===== src/verilog/sod_pkg.sv =====
// constants and types shared by the safety output off-delay block
`default_nettype none
package sod_pkg;

  localparam int unsigned CLK_HZ = 200000000;
  localparam int unsigned TICK_MS = 100;
  localparam int unsigned TICK_CYCLES_DEF = CLK_HZ / 1000 * TICK_MS;

  localparam logic [3:0] POS_MIN = 4'h1;
  localparam logic [3:0] APP_POS_MAX = 4'h8;
  localparam logic [3:0] START_POS_MAX = 4'h8;
  localparam logic [3:0] BASE_POS_MAX = 4'h8;
  localparam logic [3:0] BASE_EXT_DELAYED_POS = 4'h5;
  localparam logic [3:0] FACTOR_POS_MAX = 4'ha;
  localparam logic [1:0] START_MONITORED_BIT = 2'h1;
  localparam logic [8:0] APP_NO_MONITORED_MASK = 9'h000;

  localparam int DELAY_W = 14;
  localparam logic [DELAY_W-1:0] BASE_1 = 14'h0001;
  localparam logic [DELAY_W-1:0] BASE_10 = 14'h000a;
  localparam logic [DELAY_W-1:0] BASE_100 = 14'h0064;
  localparam logic [DELAY_W-1:0] BASE_1000 = 14'h03e8;
  localparam int TICK_W = 25;
  localparam logic [1:0] SETTLE_CYCLES = 2'h3;

  typedef struct packed {
    logic [3:0] app;
    logic [3:0] start;
    logic [3:0] base;
    logic [3:0] factor;
  } sod_sel_type;

  typedef struct packed {
    logic safety;
    logic cancel_a;
    logic cancel_b;
  } sod_in_type;

  typedef enum logic [1:0] {
    ST_OFF,
    ST_ACTIVE,
    ST_DELAY
  } sod_state_type;

endpackage
`default_nettype wire


===== src/verilog/sod_off_delay.sv =====
// off-delay timer for the delayed safety outputs
//
// Contract
// - delayed outputs stay on after inputs drop until the delay has elapsed
// - delay in seconds is base value times factor
// - factor positions 1..10 give 0.0..0.9; position 1 means no delay
// - base positions 1..4: 1,10,100,1000, extension outputs drop at once
// - base positions 5..8: 1,10,100,1000, extension outputs also delayed
// - active cancel input of the chosen pair aborts the delay, outputs off
// - safe state is all outputs off; it ends every delay
// - technically incompatible configurations raise a configuration error
// - selectors sampled at power-up; any later change is a configuration error
`timescale 1ns/10ps
`default_nettype none
module sod_off_delay
  import sod_pkg::*;
#(
  parameter int unsigned TICK_CYCLES = TICK_CYCLES_DEF
) (
  input wire logic clk,
  input wire logic resetn,
  input wire sod_in_type in_pins,
  input wire sod_sel_type sel_pins,
  output logic delayed_out,
  output logic ext_out,
  output logic config_error,
  output logic delay_running
);

  function automatic logic [DELAY_W-1:0] base_value(input logic [3:0] pos);
    unique case (pos)
      4'h1, 4'h5: base_value = BASE_1;
      4'h2, 4'h6: base_value = BASE_10;
      4'h3, 4'h7: base_value = BASE_100;
      default: base_value = BASE_1000;
    endcase
  endfunction

  function automatic logic incompatible(input sod_sel_type s);
    logic bad_range;
    bad_range = (s.app < POS_MIN) || (s.app > APP_POS_MAX) ||
                (s.start < POS_MIN) || (s.start > START_POS_MAX) ||
                (s.base < POS_MIN) || (s.base > BASE_POS_MAX) ||
                (s.factor < POS_MIN) || (s.factor > FACTOR_POS_MAX);
    // monitored start on an application that cannot support it
    incompatible = bad_range ||
      (((s.start - POS_MIN) & {2'h0, START_MONITORED_BIT}) != 4'h0 &&
       APP_NO_MONITORED_MASK[s.app]);
  endfunction

  // pin synchronisers: stage 1 read only by stage 2
  sod_in_type in_s1_r, in_s2_r;
  sod_sel_type sel_s1_r, sel_s2_r;

  always_ff @(posedge clk) begin
    if (!resetn) begin
      in_s1_r <= '0;
      in_s2_r <= '0;
      sel_s1_r <= '0;
      sel_s2_r <= '0;
    end else begin
      in_s1_r <= in_pins;
      in_s2_r <= in_s1_r;
      sel_s1_r <= sel_pins;
      sel_s2_r <= sel_s1_r;
    end
  end

  // configuration capture at power-up
  logic [1:0] settle_r, settle_nxt;
  logic sampled_r, sampled_nxt;
  sod_sel_type cfg_r, cfg_nxt;
  logic err_r, err_nxt;
  logic [DELAY_W-1:0] delay_ticks;
  logic ext_delayed;
  logic cancel_now;

  always_comb begin
    settle_nxt = settle_r;
    sampled_nxt = sampled_r;
    cfg_nxt = cfg_r;
    err_nxt = err_r;
    if (!sampled_r) begin
      // wait until the synchronisers hold real pin values
      if (settle_r == SETTLE_CYCLES) begin
        sampled_nxt = 1'b1;
        cfg_nxt = sel_s2_r;
        err_nxt = incompatible(sel_s2_r);
      end else begin
        settle_nxt = settle_r + 2'h1;
      end
    end else if (sel_s2_r != cfg_r || incompatible(cfg_r)) begin
      err_nxt = 1'b1;
    end
  end

  always_ff @(posedge clk) begin
    if (!resetn) begin
      settle_r <= 2'h0;
      sampled_r <= 1'b0;
      cfg_r <= '0;
      err_r <= 1'b0;
    end else begin
      settle_r <= settle_nxt;
      sampled_r <= sampled_nxt;
      cfg_r <= cfg_nxt;
      err_r <= err_nxt;
    end
  end

  // delay in 0.1 s ticks equals base times factor tenths
  assign delay_ticks = DELAY_W'(base_value(cfg_r.base) * DELAY_W'(cfg_r.factor - POS_MIN));
  assign ext_delayed = (cfg_r.base >= BASE_EXT_DELAYED_POS);
  // odd application positions cancel on pair a, even ones on pair b
  assign cancel_now = cfg_r.app[0] ? in_s2_r.cancel_a : in_s2_r.cancel_b;

  // output state machine and tick divider
  sod_state_type state_r, state_nxt;
  logic [DELAY_W-1:0] remain_r, remain_nxt;
  logic [TICK_W-1:0] div_r, div_nxt;
  logic tick;
  logic dly_r, dly_nxt;
  logic ext_r, ext_nxt;

  assign tick = (div_r == TICK_W'(TICK_CYCLES - 1));

  always_comb begin
    state_nxt = state_r;
    remain_nxt = remain_r;
    div_nxt = tick ? '0 : div_r + TICK_W'(1);
    if (err_r || !sampled_r) begin
      state_nxt = ST_OFF;
    end else begin
      unique case (state_r)
        ST_OFF: begin
          if (in_s2_r.safety) begin
            state_nxt = ST_ACTIVE;
          end
        end
        ST_ACTIVE: begin
          if (!in_s2_r.safety) begin
            if (delay_ticks == '0) begin
              state_nxt = ST_OFF;
            end else begin
              state_nxt = ST_DELAY;
              remain_nxt = delay_ticks;
              // restart the divider so the first tick is a full one
              div_nxt = '0;
            end
          end
        end
        ST_DELAY: begin
          if (cancel_now) begin
            state_nxt = ST_OFF;
          end else if (tick) begin
            if (remain_r == DELAY_W'(1)) begin
              state_nxt = ST_OFF;
            end
            remain_nxt = remain_r - DELAY_W'(1);
          end
        end
      endcase
    end
    dly_nxt = (state_nxt != ST_OFF);
    ext_nxt = (state_nxt == ST_ACTIVE) || (state_nxt == ST_DELAY && ext_delayed);
  end

  always_ff @(posedge clk) begin
    if (!resetn) begin
      state_r <= ST_OFF;
      remain_r <= '0;
      div_r <= '0;
      dly_r <= 1'b0;
      ext_r <= 1'b0;
    end else begin
      state_r <= state_nxt;
      remain_r <= remain_nxt;
      div_r <= div_nxt;
      dly_r <= dly_nxt;
      ext_r <= ext_nxt;
    end
  end

  assign delayed_out = dly_r;
  assign ext_out = ext_r;
  assign config_error = err_r;
  assign delay_running = (state_r == ST_DELAY);

  property p_fall_cause;
    @(posedge clk) disable iff (!resetn)
    $fell(dly_r) |-> $past(err_r) || $past(cancel_now) || ($past(tick) && $past(remain_r) == DELAY_W'(1)) ||
      ($past(state_r) == ST_ACTIVE && $past(delay_ticks) == '0);
  endproperty
  a_fall_cause: assert property (p_fall_cause) else $error("delayed output dropped early");

  property p_delay_load;
    @(posedge clk) disable iff (!resetn)
    (state_r == ST_ACTIVE && !in_s2_r.safety && !err_r && delay_ticks != '0)
      |=> state_r == ST_DELAY && remain_r == $past(delay_ticks) && dly_r;
  endproperty
  a_delay_load: assert property (p_delay_load) else $error("delay not loaded");

  property p_factor_zero;
    @(posedge clk) disable iff (!resetn)
    (state_r == ST_ACTIVE && !in_s2_r.safety && cfg_r.factor == POS_MIN) |=> !dly_r && !ext_r && state_r == ST_OFF;
  endproperty
  a_factor_zero: assert property (p_factor_zero) else $error("factor one did not drop at once");

  property p_ext_instant;
    @(posedge clk) disable iff (!resetn)
    (state_r == ST_DELAY && cfg_r.base < BASE_EXT_DELAYED_POS) |-> !ext_r;
  endproperty
  a_ext_instant: assert property (p_ext_instant) else $error("extension output held in delay");

  property p_ext_delayed;
    @(posedge clk) disable iff (!resetn)
    (cfg_r.base >= BASE_EXT_DELAYED_POS && sampled_r) |-> ext_r == dly_r;
  endproperty
  a_ext_delayed: assert property (p_ext_delayed) else $error("extension output not following delay");

  property p_cancel;
    @(posedge clk) disable iff (!resetn)
    (state_r == ST_DELAY && cancel_now) |=> !dly_r && !ext_r && state_r == ST_OFF;
  endproperty
  a_cancel: assert property (p_cancel) else $error("cancel did not end delay");

  property p_safe_on_error;
    @(posedge clk) disable iff (!resetn)
    err_r |=> !dly_r && !ext_r;
  endproperty
  a_safe_on_error: assert property (p_safe_on_error) else $error("outputs on with config error");

  property p_incompat;
    @(posedge clk) disable iff (!resetn)
    (sampled_r && incompatible(cfg_r)) |=> err_r;
  endproperty
  a_incompat: assert property (p_incompat) else $error("incompatible configuration not flagged");

  property p_sel_change;
    @(posedge clk) disable iff (!resetn)
    (sampled_r && sel_s2_r != cfg_r) |=> err_r && cfg_r == $past(cfg_r);
  endproperty
  a_sel_change: assert property (p_sel_change) else $error("selector change not flagged");

  property p_tick_step;
    @(posedge clk) disable iff (!resetn)
    (state_r == ST_DELAY && tick && !cancel_now && !err_r && remain_r > DELAY_W'(1))
      |=> remain_r == $past(remain_r) - DELAY_W'(1) && state_r == ST_DELAY;
  endproperty
  a_tick_step: assert property (p_tick_step) else $error("delay count step wrong");

endmodule
`default_nettype wire


===== config.mk =====
export PLATFORM = sky130hd
export DESIGN_NAME = sod_off_delay
export DESIGN_NICKNAME = d
export VERILOG_FILES = /design/src/verilog/sod_pkg.sv /design/src/verilog/sod_off_delay.sv
export SDC_FILE = /design/constraint.sdc
export NUM_CORES = 1
export LEC_CHECK = 0
export BUFFER_PORTS_ARGS = -buffer_cell sky130_fd_sc_hd__buf_2
export CAP_MARGIN = 20
export CORE_AREA = 2 2 81 142
export DETAILED_ROUTE_END_ITERATION = 10
export DIE_AREA = 0 0 83 144
export PLACE_DENSITY = 0.78
export SLEW_MARGIN = 20
export SYNTH_ARGS = -nofsm -noshare
export SYNTH_HDL_FRONTEND = slang
export SYNTH_SLANG_ARGS = --single-unit
export TNS_END_PERCENT = 1

===== constraint.sdc =====
create_clock -name clk -period 7.4 [get_ports clk]
set_input_delay 0.74 -clock clk [delete_from_list [all_inputs] [get_ports clk]]
set_output_delay 0.74 -clock clk [all_outputs]
set_load 0.005 [all_outputs]

==> summary.md <==
| Metric | Value |
|---|---|
| Pin count of the biggest net entering global routing | `between 60 and 70` |
| DP Cell Count | `819` |
| Main combinational cell family by area after synthesis | `simple AND/OR/NAND/NOR gates` |
| VDD IR max | `around 290 uV` |
| Area share of and/or/nand/nor cells after synthesis | `0.2478` |
| Min-delay src | `sel_s1_r[14]` |
| Flop-to-flop setup slack | `1.43 ns` |
| FF-to-FF path depth | `19` |
| Number of synthesized register bits | `101` |
| Vias per cell | `around 5.8` |
| Yosys top cell by area | `dfxtp_1` |
| PD cells | `386.2 nW/um2` |
| Netlist Area Pre-Place | `slightly below 6000 um2` |
| Final ANT Viol Nets | `0` |
| Final cell count without fillers | `approximately 840` |
| Slew at the pin with the worst max-slew slack | `0.8418 ns` |
| Slew Viols, Final | `0` |
| Kind of critical path | `flop to flop` |
| CTS tree | `done` |
| Area occupied by multi-input gates | `3563 um2` |
| Post-DR wirelength/cell | `between 15 and 20 um` |
| Final setup fails | `0` |
| Post-synth top area share | `0.3454` |
| Tmin final | `about 6 ns` |
| Status | `completed` |
| # diodes | `0` |
| Most used DFF post-synth | `dfxtp_1` |
| Mapped Avg Cell Area | `8.458 um2` |
| Total CTS buffers | `9` |
| Ys async rst share | `0` |
| Vias in the first global route | `~5000` |
| Launching point of the worst reg2reg path | `cfg_r[0]` |
| Total Wirelength | `12710 um` |
| Reg-to-Reg End | `div_r[15]` |
| Post-cts resize count | `0` |
| Worst-case clock buffer depth | `2` |
| Post-Syn Nets | `770` |
| Total vias in the final route | `about 4800` |
| Sequential fraction of the synthesis area | `0.3454` |
| Final setup TNS | `0 ns` |
| Critical Path RT | `7.68 ns` |
| Final core utilization | `0.5795` |
| Layout cells sized above 1 | `0.07255` |
| Boundary pin count | `25` |
| H-tree Lvls | `3` |
| Distinct cells, synth | `58` |
| Area Growth Syn to Fin | `8.038%` |
| GRT overflow | `0` |
| Detailed Routing Iterations Pass 1 | `4` |
| HPWL after DPL | `9307 um` |
| GRT Util Overall | `0.2242` |
| Most frequent cells in the layout | `dfxtp_1 (101), nand2_1 (76), nor2_1 (70)` |
| Leak | `2.517 nW` |
| CTS Sinks | `101` |
| Hold Slack | `roughly 0.43 ns` |
| Starting DRT DRC Count | `219` |
| Worst skew pair latency | `about 0.35 ns` |
| Cells after Synth | `692` |
| Post-CTS setup buffers | `0` |
| Total Power | `2.442 mW` |
| GP Congestion | `0.9212` |
| Commonest non-fill, non-tap cell in the layout | `dfxtp_1` |
| Final period util | `0.8070` |
| Core area | `about 11000 um2` |
| Hold EP | `sel_s2_r[14]` |
| Initial Util | `0.5364` |
| Min-Delay Path Class | `flop to flop` |
| Adder-cell area share of the yosys netlist | `0.1475` |
| Max-cap violations | `0` |
| Die H | `144 um` |
| Hold Buf Count CTS | `0` |
| Worst slew margin | `0.4388` |
| WHS Path Cells | `1` |
| CP startpoint kind | `flop` |
| Arr. time, crit path | `6.25 ns` |
| Storage element area | `roughly 2000 um2` |
| DRC errors left | `0` |
| Post-Synth XOR/XNOR Area | `0.07931` |
| Unrepaired setup endpoints after global routing | `no` |
| Initial antenna violation count | `0` |
| Worst-path fanout max | `24` |
| Clk_skew | `roughly 0.0099 ns` |
| Synthesis Warnings | `0` |
| Num rows | `51` |
| Post-synth EDFFs | `0` |
| Critical Path End Type | `flop` |
| Clock Root Buffer | `clkbuf_16` |
| Clk pin slew, worst setup/hold paths | `0.07 ns` |
| Mux contribution to synthesized area | `0.005344` |
| Die Footprint | `11950 um2` |
| Largest cells by area after synthesis | `dfxtp_1 (35%), ha_1 (7.9%), fa_1 (6.8%)` |
| Fmax | `0.1675 GHz` |
| Layout Nets | `776` |
| Fin. Hold Viols | `0` |
| Filler instances | `between 900 and 1000` |
| Die width | `83 um` |
| IO buf count | `24` |
| Compound-gate portion of the synthesized area | `0.1285` |
| First-pass GRT wire length | `22020 um` |
[flip-flops by register name (all words and copies together) (netlist names)]
register      cells
div_r            25
cfg_r            16
sel_s1_r         16
sel_s2_r         16
remain_r         14
in_s1_r           3
in_s2_r           3
settle_r          2
state_r           2
config_error      1
delayed_out       1
ext_out           1
sampled_r         1
[stage by stage]
| stage | setup slack (ns) | instance area (um2) |
|---|---|---|
| 2_1_floorplan | 2.024 | 5853 |
| 3_3_place_gp | 1.691 | 6015 |
| 3_5_place_dp | 1.491 | 6015 |
| 4_1_cts | 1.421 | 6321 |
| 5_1_grt | 0.9674 | 6324 |
| 6_report | 1.428 | 6324 |
[cells in the mapped netlist (12+ instances only)]
| cell type | n |
|---|---|
| nor4_1 | 12 |
| nand3_1 | 16 |
| nor3_1 | 20 |
| o21ai_0 | 22 |
| xor2_1 | 19 |
| inv_1 | 33 |
| o211ai_1 | 12 |
| a21oi_1 | 44 |
| dfxtp_1 | 101 |
| fa_1 | 20 |
| and3_1 | 13 |
| nand2_1 | 76 |
| and2_1 | 43 |
| xnor2_1 | 34 |
| nor2_1 | 70 |
| clkbuf_1 | 22 |
| ha_1 | 37 |
[critical path, cell delays in order, from the launching register on]
cell and delay (ns):
dfxtp_1 0.52, inv_1 0.12, ha_1 0.25, xnor2_1 0.40
nor2_1 0.11, fa_1 0.51, inv_1 0.06, fa_1 0.56
inv_1 0.07, fa_1 0.56, inv_1 0.07, fa_1 0.47
nand2b_1 0.18, a21oi_1 0.18, o21ai_0 0.14, xnor2_1 0.23
nor4b_1 0.55, a211o_1 0.22, nand2_1 0.44, nor2_1 0.25
[where the power goes]
group          switching [mW]  internal (mW)
logic                   0.840          0.532
clock network           0.219          0.269
registers              0.0182          0.565
[routing by layer]
layer / vias to the layer above / global-route usage / wire [um]
li1: 2377 / - / -
met2: 132 / 0.4172 / 6691
met1: 2284 / 0.2364 / 4852
met4: 0 / 0.1355 / 678
met5: - / 0 / 0
met3: 48 / 0.03368 / 483
[how the worst max path moves through the flow]
| stage | to | slack (ns) | depth (start not counted) | start |
|---|---|---|---|---|
| floorplan | remain_r[1] | 2.02 | 20 | cfg_r[0] |
| global placement | remain_r[1] | 1.69 | 18 | cfg_r[0] |
| detailed placement | remain_r[1] | 1.49 | 18 | cfg_r[0] |
| CTS | div_r[15] | 1.42 | 19 | cfg_r[0] |
| global route | div_r[5] | 0.97 | 19 | cfg_r[0] |
| finish | div_r[15] | 1.43 | 19 | cfg_r[0] |
[final cells by class]
cell class,instances,share of cell area
multi-input combinational,524,0.5635
inverter,37,0.02196
timing repair buffer,25,0.02018
clock inverter,6,0.01227
clock buffer,10,0.03621
tap,132,0.02612
sequential,101,0.3197
[logic make-up (layout without fill, tap and decap cells)]
logic type                 after synthesis  after routing
DFF                                    101            101
AOI/OAI and AO/OA                      120            120
and+or+nand+nor                        291            291
xor gates and xnor gates                53             53
muxes                                    3              3
adders and majority gates               57             57
buffers and inverters                   67             78
Note: power is estimated with default switching activity, not from simulation.
